$ cat src/nsx_defines.svh
// Constants for the nibble strobe expander host controller.
// Assumes a 100 MHz sys_clk; times are in ns.
`ifndef NSX_DEFINES_SVH
`define NSX_DEFINES_SVH
`define NSX_OP_READ 2'h0
`define NSX_OP_WRITE 2'h1
`define NSX_OP_OR 2'h2
`define NSX_OP_AND 2'h3
`define NSX_CLK_NS 10
`define NSX_CMD_SETUP_NS 100
`define NSX_CMD_HOLD_NS 60
`define NSX_DATA_SETUP_NS 200
`define NSX_DATA_HOLD_NS 20
`define NSX_STROBE_LOW_NS 700
`define NSX_ACCESS_NS 650
`define NSX_CS_SETUP_NS 50
`define NSX_CS_HOLD_NS 50
`define NSX_CYC(ns) ((ns + `NSX_CLK_NS - 1) / `NSX_CLK_NS)
`define NSX_CMD_SETUP_CYC `NSX_CYC(`NSX_CMD_SETUP_NS)
`define NSX_CMD_HOLD_CYC `NSX_CYC(`NSX_CMD_HOLD_NS)
`define NSX_DATA_SETUP_CYC `NSX_CYC(`NSX_DATA_SETUP_NS)
`define NSX_DATA_HOLD_CYC `NSX_CYC(`NSX_DATA_HOLD_NS)
`define NSX_STROBE_LOW_CYC `NSX_CYC(`NSX_STROBE_LOW_NS)
`define NSX_ACCESS_CYC (`NSX_CYC(`NSX_ACCESS_NS) + 1)
`define NSX_CS_SETUP_CYC `NSX_CYC(`NSX_CS_SETUP_NS)
`define NSX_CS_HOLD_CYC `NSX_CYC(`NSX_CS_HOLD_NS)
`endif

$ cat src/nsx_pkg.sv
// Types for the nibble strobe expander host controller.
// Assumes nothing beyond a SystemVerilog compiler.
package nsx_pkg;
    typedef enum logic [2:0] {
        NSX_IDLE, NSX_CS, NSX_CMD, NSX_LOW, NSX_HOLD, NSX_CSH
    } nsx_state_t;

    typedef struct packed {
        logic [1:0] op;
        logic [1:0] port;
        logic [3:0] data;
    } nsx_req_t;

    typedef struct packed {
        nsx_state_t state;
        logic [7:0] count;
        nsx_req_t req;
        logic strobe;
        logic cs_n;
        logic bus_out;
        logic bus_oe;
        logic [3:0] rdata;
        logic done;
        logic [3:0] port_out;
        logic dummy;
    } nsx_regs_t;
endpackage

$ cat src/nsx_host.sv
// Host controller that drives a nibble strobe expander over its pins.
// Assumes one 100 MHz clock and one expander on the strobe and select.
`timescale 1ns/10ps
`default_nettype none
`include "nsx_defines.svh"
module nsx_host (
    input wire logic sys_clk,
    input wire logic reset_n,
    input wire nsx_pkg::nsx_req_t req,
    input wire logic req_valid,
    output logic req_ready,
    output logic [3:0] rdata,
    output logic done,
    output logic strobe,
    output logic chip_select_n,
    input wire logic [3:0] host_nibble_bus_in,
    output logic [3:0] host_nibble_bus_out,
    output logic host_nibble_bus_oe
);
    logic rst_a;
    logic rst_b;
    logic [3:0] bus_s1;
    logic [3:0] bus_s2;
    logic [3:0] bus_s3;
    logic [3:0] bus_f;
    nsx_pkg::nsx_regs_t r;
    nsx_pkg::nsx_regs_t next_r;

    function automatic logic [7:0] cyc8(input int n);
        cyc8 = 8'(n - 1);
    endfunction

    // Read of a port last written: it may still drive its latch
    function automatic logic needs_dummy(input nsx_pkg::nsx_req_t q,
        input logic [3:0] outs);
        needs_dummy = (q.op == `NSX_OP_READ) && outs[q.port];
    endfunction

    always_ff @(posedge sys_clk or negedge reset_n) begin
        if (!reset_n) begin
            rst_a <= 1'b0;
            rst_b <= 1'b0;
        end else begin
            rst_a <= 1'b1;
            rst_b <= rst_a;
        end
    end

    always_ff @(posedge sys_clk or negedge rst_b) begin
        if (!rst_b) begin
            bus_s1 <= 4'h0;
            bus_s2 <= 4'h0;
            bus_s3 <= 4'h0;
            bus_f <= 4'h0;
        end else begin
            bus_s1 <= host_nibble_bus_in;
            bus_s2 <= bus_s1;
            bus_s3 <= bus_s2;
            // Take a new level only once two stages agree
            bus_f <= (bus_s2 == bus_s3) ? bus_s3 : bus_f;
        end
    end

    always_comb begin
        next_r = r;
        next_r.done = 1'b0;
        unique case (r.state)
            nsx_pkg::NSX_IDLE: begin
                if (req_valid) begin
                    next_r.req = req;
                    // Former output port gets a throwaway read first
                    next_r.dummy = needs_dummy(req, r.port_out);
                    next_r.port_out[req.port] = (req.op != `NSX_OP_READ);
                    next_r.cs_n = 1'b0;
                    // Command nibble: op in upper bits, port in lower
                    next_r.bus_out = 1'b1;
                    next_r.bus_oe = 1'b1;
                    next_r.count = cyc8(`NSX_CS_SETUP_CYC
                        + `NSX_CMD_SETUP_CYC);
                    next_r.state = nsx_pkg::NSX_CMD;
                end
            end
            nsx_pkg::NSX_CMD: begin
                if (r.count == 8'h00) begin
                    // Falling edge captures the command
                    next_r.strobe = 1'b0;
                    next_r.count = cyc8(`NSX_CMD_HOLD_CYC);
                    next_r.state = nsx_pkg::NSX_CS;
                end else begin
                    next_r.count = r.count - 8'h01;
                end
            end
            nsx_pkg::NSX_CS: begin
                if (r.count == 8'h00) begin
                    // Read releases the bus, writes present data
                    next_r.bus_out = 1'b0;
                    next_r.bus_oe = (r.req.op != `NSX_OP_READ);
                    next_r.count = cyc8(`NSX_STROBE_LOW_CYC
                        - `NSX_CMD_HOLD_CYC);
                    next_r.state = nsx_pkg::NSX_LOW;
                end else begin
                    next_r.count = r.count - 8'h01;
                end
            end
            nsx_pkg::NSX_LOW: begin
                if (r.count == 8'h00) begin
                    // Sample while strobe still low, then raise it
                    if (!r.dummy) begin
                        next_r.rdata = bus_f;
                    end
                    next_r.strobe = 1'b1;
                    next_r.count = cyc8(`NSX_DATA_HOLD_CYC
                        + `NSX_CS_HOLD_CYC);
                    next_r.state = nsx_pkg::NSX_HOLD;
                end else begin
                    next_r.count = r.count - 8'h01;
                end
            end
            nsx_pkg::NSX_HOLD: begin
                if (r.count == 8'h00) begin
                    next_r.bus_oe = 1'b0;
                    // Deselect freezes the device between transfers
                    next_r.cs_n = 1'b1;
                    next_r.state = nsx_pkg::NSX_CSH;
                end else begin
                    next_r.count = r.count - 8'h01;
                end
            end
            nsx_pkg::NSX_CSH: begin
                if (r.dummy) begin
                    // Repeat the read now that the port has let go
                    next_r.dummy = 1'b0;
                    next_r.cs_n = 1'b0;
                    next_r.bus_out = 1'b1;
                    next_r.bus_oe = 1'b1;
                    next_r.count = cyc8(`NSX_CS_SETUP_CYC
                        + `NSX_CMD_SETUP_CYC);
                    next_r.state = nsx_pkg::NSX_CMD;
                end else begin
                    next_r.done = 1'b1;
                    next_r.state = nsx_pkg::NSX_IDLE;
                end
            end
            default: next_r.state = nsx_pkg::NSX_IDLE;
        endcase
    end

    always_ff @(posedge sys_clk or negedge rst_b) begin
        if (!rst_b) begin
            r <= '{state: nsx_pkg::NSX_IDLE, count: 8'h00,
                req: '0, strobe: 1'b1, cs_n: 1'b1, bus_out: 1'b0,
                bus_oe: 1'b0, rdata: 4'h0, done: 1'b0, port_out: 4'h0,
                dummy: 1'b0};
        end else begin
            r <= next_r;
        end
    end

    assign req_ready = (r.state == nsx_pkg::NSX_IDLE);
    assign rdata = r.rdata;
    assign done = r.done;
    assign strobe = r.strobe;
    assign chip_select_n = r.cs_n;
    assign host_nibble_bus_oe = r.bus_oe;
    // Command nibble then data nibble
    assign host_nibble_bus_out = r.bus_out ? {r.req.op, r.req.port}
        : r.req.data;

    property p_fall_has_cmd;
        @(posedge sys_clk) disable iff (!rst_b)
        $fell(strobe) |-> host_nibble_bus_oe && !chip_select_n
            && host_nibble_bus_out == {r.req.op, r.req.port};
    endproperty
    a_fall_has_cmd: assert property (p_fall_has_cmd)
        else $error("strobe fell without command on bus");

    property p_read_released;
        @(posedge sys_clk) disable iff (!rst_b)
        (r.state == nsx_pkg::NSX_LOW && r.req.op == `NSX_OP_READ)
            |-> !host_nibble_bus_oe && !strobe;
    endproperty
    a_read_released: assert property (p_read_released)
        else $error("host drives bus during read");

    property p_write_data;
        @(posedge sys_clk) disable iff (!rst_b)
        ($rose(strobe) && r.req.op != `NSX_OP_READ)
            |-> host_nibble_bus_oe && host_nibble_bus_out == r.req.data;
    endproperty
    a_write_data: assert property (p_write_data)
        else $error("write data missing at strobe rise");

    property p_low_width;
        @(posedge sys_clk) disable iff (!rst_b)
        $fell(strobe) |-> !strobe [*8];
    endproperty
    a_low_width: assert property (p_low_width)
        else $error("strobe low too short");

    property p_cs_freeze;
        @(posedge sys_clk) disable iff (!rst_b)
        chip_select_n |-> strobe;
    endproperty
    a_cs_freeze: assert property (p_cs_freeze)
        else $error("strobe low while deselected");

    property p_done_bound;
        @(posedge sys_clk) disable iff (!rst_b)
        (req_valid && req_ready && !needs_dummy(req, r.port_out))
            |-> ##[80:100] done;
    endproperty
    a_done_bound: assert property (p_done_bound)
        else $error("transfer did not finish in time");

    property p_dummy_bound;
        @(posedge sys_clk) disable iff (!rst_b)
        (req_valid && req_ready && needs_dummy(req, r.port_out))
            |-> ##[170:200] done;
    endproperty
    a_dummy_bound: assert property (p_dummy_bound)
        else $error("read with dummy did not finish in time");

    property p_dummy_rdata;
        @(posedge sys_clk) disable iff (!rst_b)
        r.dummy |=> $stable(rdata);
    endproperty
    a_dummy_rdata: assert property (p_dummy_rdata)
        else $error("dummy read changed read data");

    c_read: cover property (@(posedge sys_clk) disable iff (!rst_b)
        done && r.req.op == `NSX_OP_READ);
    c_write: cover property (@(posedge sys_clk) disable iff (!rst_b)
        done && r.req.op == `NSX_OP_WRITE);
    c_and: cover property (@(posedge sys_clk) disable iff (!rst_b)
        done && r.req.op == `NSX_OP_AND);
    c_dummy: cover property (@(posedge sys_clk) disable iff (!rst_b)
        r.state == nsx_pkg::NSX_CSH && r.dummy);
endmodule
`default_nettype wire

$ cat config.mk
export PLATFORM = sky130hd
export DESIGN_NAME = nsx_host
export DESIGN_NICKNAME = d
export VERILOG_FILES = /design/src/nsx_pkg.sv /design/src/nsx_host.sv
export VERILOG_INCLUDE_DIRS = /design/src
export SDC_FILE = /design/constraint.sdc
export NUM_CORES = 1
export LEC_CHECK = 0
export BUFFER_PORTS_ARGS = -buffer_cell sky130_fd_sc_hd__buf_2
export CORE_ASPECT_RATIO = 1.75
export CORE_MARGIN = 3
export CORE_UTILIZATION = 50
export DETAILED_ROUTE_END_ITERATION = 10
export GPL_TIMING_DRIVEN = 0
export PLACE_DENSITY = 0.7
export SLEW_MARGIN = 20
export SYNTH_ARGS = -nofsm -noshare
export SYNTH_HDL_FRONTEND = slang
export SYNTH_SLANG_ARGS = --single-unit
$ cat constraint.sdc
create_clock -name sys_clk -period 3.7 [get_ports sys_clk]
set_input_delay 0.185 -clock sys_clk [delete_from_list [all_inputs] [get_ports sys_clk]]
set_output_delay 0.185 -clock sys_clk [all_outputs]
set_load 0.01 [all_outputs]
# Yosys cells after proc, flatten, opt, wreduce, memory -nomap -nowiden
# Index checks and enable logic that the tools add are counted.
[totals]
reg_bits = 51
ramBits = 0
input_bits = 15
mem_count = 0
mem_bits_ro = 0
latchBits = 0
word_cells = 90
[op_classes]
n_mux = 32
n_shift = 0
n_div = 0
bitwise_logic = 1
n_lt_le_gt_ge = 2
n_mul = 0
n_addsub = 1
reduce_logical = 22
eq_ne = 13
[op_table]
columns = ["operator", "n"]
rows = [
  ["case mux 8 bit (6 select lines)", 1],
  ["2-to-1 mux 8 bit", 5],
  ["2-to-1 mux 19 bit", 1],
  ["2-to-1 mux 3 bit", 6],
  ["case mux 3 bit (6 select lines)", 1],
  ["inequality test 2 bit (second input constant)", 7],
  ["AND reduction 4 bit", 3],
  ["AND reduction 5 bit", 2],
  ["logical NOT 8 bit", 1],
  ["nonzero test 2 bit", 4],
  ["subtractor 8 x 1 -> 8 bit (second input constant)", 1],
  ["2-to-1 mux 1 bit", 7],
  ["== test 3 x 2 -> 1 bit (second input constant)", 2],
  ["== test 3 bit (second input constant)", 2],
  ["case mux 1 bit (3 select lines)", 2],
  ["AND reduction 3 bit", 2],
  ["nonzero test 3 bit", 2],
  ["nonzero test 6 bit", 1],
  ["bitwise mux 4 bit", 1],
  ["== test 4 bit", 1],
  ["2-to-1 mux 2 bit", 2],
  ["2-to-1 mux 4 bit", 1],
  ["case mux 1 bit (2 select lines)", 2],
  ["case mux 1 bit (4 select lines)", 1],
  ["other kinds (11)", 13],
]

# Logic depth before layout (Yosys ltp)
[depth]
ltp_word = 5
mapped_depth = 8

# Worst setup path after synthesis
# Ideal clock, no wire load.
[synth_timing]
kind = "flip-flop to flip-flop"
from = "register r[25] in the netlist's numbering"
to = "register r, in the netlist rdata[0]"
slack_ps = 1593
required_time_ps = 3575
period_less_slack_ps = 2107
path_stages_with_launch = 5
t_arrival_ps = 1982
cell_sequence = "dfrtp_1 or3_4 or4_4 or3_4 mux2_4"
[synth_between]
elab_chain_cells = 2
[synth_rtl]
columns = ["item", "line_no", "text"]
rows = [
  ["start: declaration", "nsx_host.sv:26", "nsx_pkg::nsx_regs_t r;"],
  ["start signal: assignment", "nsx_host.sv:150", "r <= '{state: nsx_pkg::NSX_IDLE, count: 8'h00,"],
  ["start signal: assignment", "nsx_host.sv:155", "r <= next_r;"],
  ["logical NOT 8 bit", "nsx_host.sv:106", "if (r.count == 8'h00) begin"],
  ["AND reduction 3 bit (no line)", "-", ""],
]
# Every way passes these cells.
# A chain may end at the register's enable or synchronous reset.

# Worst setup path after layout
[layout_timing]
from = "register r[25] in the netlist's numbering"
to = "register r[30] in the netlist's numbering"
[layout_between]
elab_chain_cells = 3
[layout_rtl]
columns = ["item"]
rows = [
  ["logical NOT 8 bit *"],
  ["inequality test 2 bit (no line)"],
  ["AND reduction 5 bit (no line) *"],
]
# Mark *: on every way between the ends. The rest lies on a longest branch, timed or not.

==> flow_summary.yaml <==
setup_path:
  rr_worst_depth: 5
  end_kind: "flip-flop"
  crit_path_start_kind: "flip-flop"
  cp.arrival_ps: 2470
  critPathMaxFanout: 10
  crit_required_ps: 3930
  crit_slowest_cell: "nor4_2"
  cpPeakStageDelay_ps: 720
  crit_buf_inv: 0
  path_cells: "or3_4 -> nor4_2 -> nand2_1 -> xor2_1 -> o22ai_1"
  crit_family: "simple AND/OR/NAND/NOR gates"
  path_depth: 5
  critPathKind: "flip-flop to flip-flop"
cells_and_area:
  finalNetCount: 255
  regArea_um2: 1280
  diodes: 0
  area_growth_pct: 16.3
  layout-drive-gt1-share: 0.317
  multi_input_area_um2: 971
  nFillCells: 378
global_route:
  grt_util_met3: 0.0309
  grt.busiest_layer: "met2"
  use_met1: 0.189
  grt_use_total: 0.176
  grt_pass1_wl_mm: 7.38
  use_met2: 0.331
  grt_overflow: 0
  antenna_found_initial: 0
  first_global_vias: 1604
  grt_max_degree: 27
yosys:
  ys_seq_elements: 51
  netlist.area_leader.share: 0.526
  synth_edf_count: 0
  synth_ff_type: "dfrtp_1"
  synth_nets: 216
  ys_top_cells_by_count: "dfrtp_1, mux2_2, nor2_1"
  synth_top_area_cell: "dfrtp_1"
  synthArstFlopShare: 1.00
  ys_warn_count: 0
  syn-cell-area_um2: 2330
  synthCells: 200
  synthTopCellsByArea: "dfrtp_1, mux2_2, mux2_4"
  yosysMostFrequentCell: "dfrtp_1"
  synth_cell_type_count: 45
  syn_avg_cell_area_um2: 11.6
  synth-seq-area-share: 0.549
route:
  first_pass_iters: 4
  routedWlPerCell_um: 15.1
  routed_wl_mm: 4.39
  final_antenna_net_count: 0
  drt-initial-drc-count: 29
  vias: 1654
  drc: 0
  vias_per_cell: 5.68
flow_run:
  maxCapViolCount: 0
timing:
  maxClockFrequency_ghz: 0.445
  drv_slew: 0
  fin_crit_sh: 0.607
  min_period_ps: 2250
  holdWs_ps: 104
  slew-limit-headroom: 0.367
  tns_ps: 0
  hold_viol_final: 0
  tightestPinTransition_ps: 941
  finClkSkew_ps: 8.04
  setup_violations: 0
  finalWorstSetupSlack_ps: 1450
  rsz0062_at_grt: "false"
cts:
  insertion_delay_ps: 300
  cts_tree: "built"
  cts-hold-fix-buffers: 5
  cts.repair.resized: 0
  numCtsBuffers: 5
  post-cts-setup-buffers: 0
  htreeDepth: 2
  cts.sinks: 51
  clockRootBuffer: "clkbuf_8"
  path_clk_slew_ps: 100
  clk_path_buf_depth: 2
die:
  die_h_um: 96.3
  initial_core_util: 0.524
  dieArea_um2: 5550
  core.rowCount: 32
  die_w_um: 57.6
  core_um2: 4440
  boundaryPins: 28
placement:
  port_buffers: 26
  place_congestion: 0.809
  hpwl_mm: 3.31
  place_ws_ps: 1460
pwr:
  switchingPower_uw: 619
  p_int_mw: 1.28
  p_sw_frac: 0.325
  pwr-share-seq: 0.454
  peakVddDrop_mv: 0.423
  power_frac_comb: 0.341
  power.leakage_nw: 1.18
  p_clk_frac: 0.205
  powerDensity_nw_per_um2: 702
min_path:
  hold_path_depth: 2
  hp-class: "input pin to flip-flop"
outcome:
  status: "completed"
-- area by class of cell --
class                           count  area share
Tap cell                           51      0.0235
Timing Repair Buffer               32      0.0739
Multi-Input combinational cell    132       0.358
Inverter                            4     0.00554
Clock inverter                      3      0.0171
Clock buffer                        5      0.0254
Sequential cell                    51       0.472
Buffer                             13      0.0240
-- power groups by stage --
stage | registers, mW | clock network, mW | logic (mW)
floorplan | 0.842 | 0 | 0.498
global placement | 0.872 | 0 | 0.626
detailed placement | 0.876 | 0 | 0.650
CTS | 0.864 | 0.402 | 0.658
global route | 0.889 | 0.422 | 0.728
finish | 0.864 | 0.391 | 0.649
-- final timing paths --
check,slack (ps),to,from
max,1450,r[30]$_DFFE_PN0P_,r[25]$_DFFE_PN0P_
min,100,r[14]$_DFFE_PN0P_,req[0]
max reg2reg,1450,r[30]$_DFFE_PN0P_,r[25]$_DFFE_PN0P_
min reg2reg,260,bus_s1[1]$_DFF_PN0_,rst_b$_DFF_PN0_
max in group asynchronous,2900,r[28]$_DFFE_PN0P_,rst_b$_DFF_PN0_
min in group asynchronous,200,rst_b$_DFF_PN0_,reset_n
-- flip-flops by register name, indices dropped and copies added (netlist names) --
signal and count:
host_nibble_bus_oe 1, chip_select_n 1, rst_b 1, rdata 4, bus_f 4, done 1
bus_s1 4, bus_s2 4, r 25, bus_s3 4, rst_a 1, strobe 1
-- cells by family (layout without fill, tap and decap cells) --
logic type | Yosys count | in the layout | share of synthesized area
DFF | 51 | 51 | 0.549
muxes | 26 | 26 | 0.137
and+or+nand+nor | 54 | 54 | 0.127
buffers and inverters | 17 | 57 | 0.0344
xor gates and xnor gates | 7 | 7 | 0.0263
adders and majority gates | 1 | 1 | 0.00537
AOI/OAI and AO/OA | 43 | 43 | 0.119
other | 1 | 1 | 0.00161
-- per-stage QoR --
stage | area (µm²) | instances | util | power [mW]
after floorplan | 2330 | 200 | - | 1.34
after global placement | 2520 | 277 | 0.568 | 1.50
after detailed placement | 2540 | 278 | 0.573 | 1.53
after CTS | 2710 | 291 | 0.610 | 1.92
after global routing | 2710 | 291 | 0.610 | 2.04
final | 2710 | 291 | 0.610 | 1.90
-- metal layers --
metal / part of all wire / up-vias
met5: 0 / -
met4: 0.018 / 0
met3: 0.036 / 7
met2: 0.56 / 42
met1: 0.39 / 815
li1: - / 790
-- cells in the final DEF, fill, tap and decap left out, types with 6 or more instances in the layout --
master and count:
mux2_2 21, buf_2 27, dfrtp_1 48, o21ai_0 11, a21oi_1 8, nand2_1 9, nor2_1 15, xnor2_1 6
clkbuf_1 8
(Power assumes the default switching activity.)
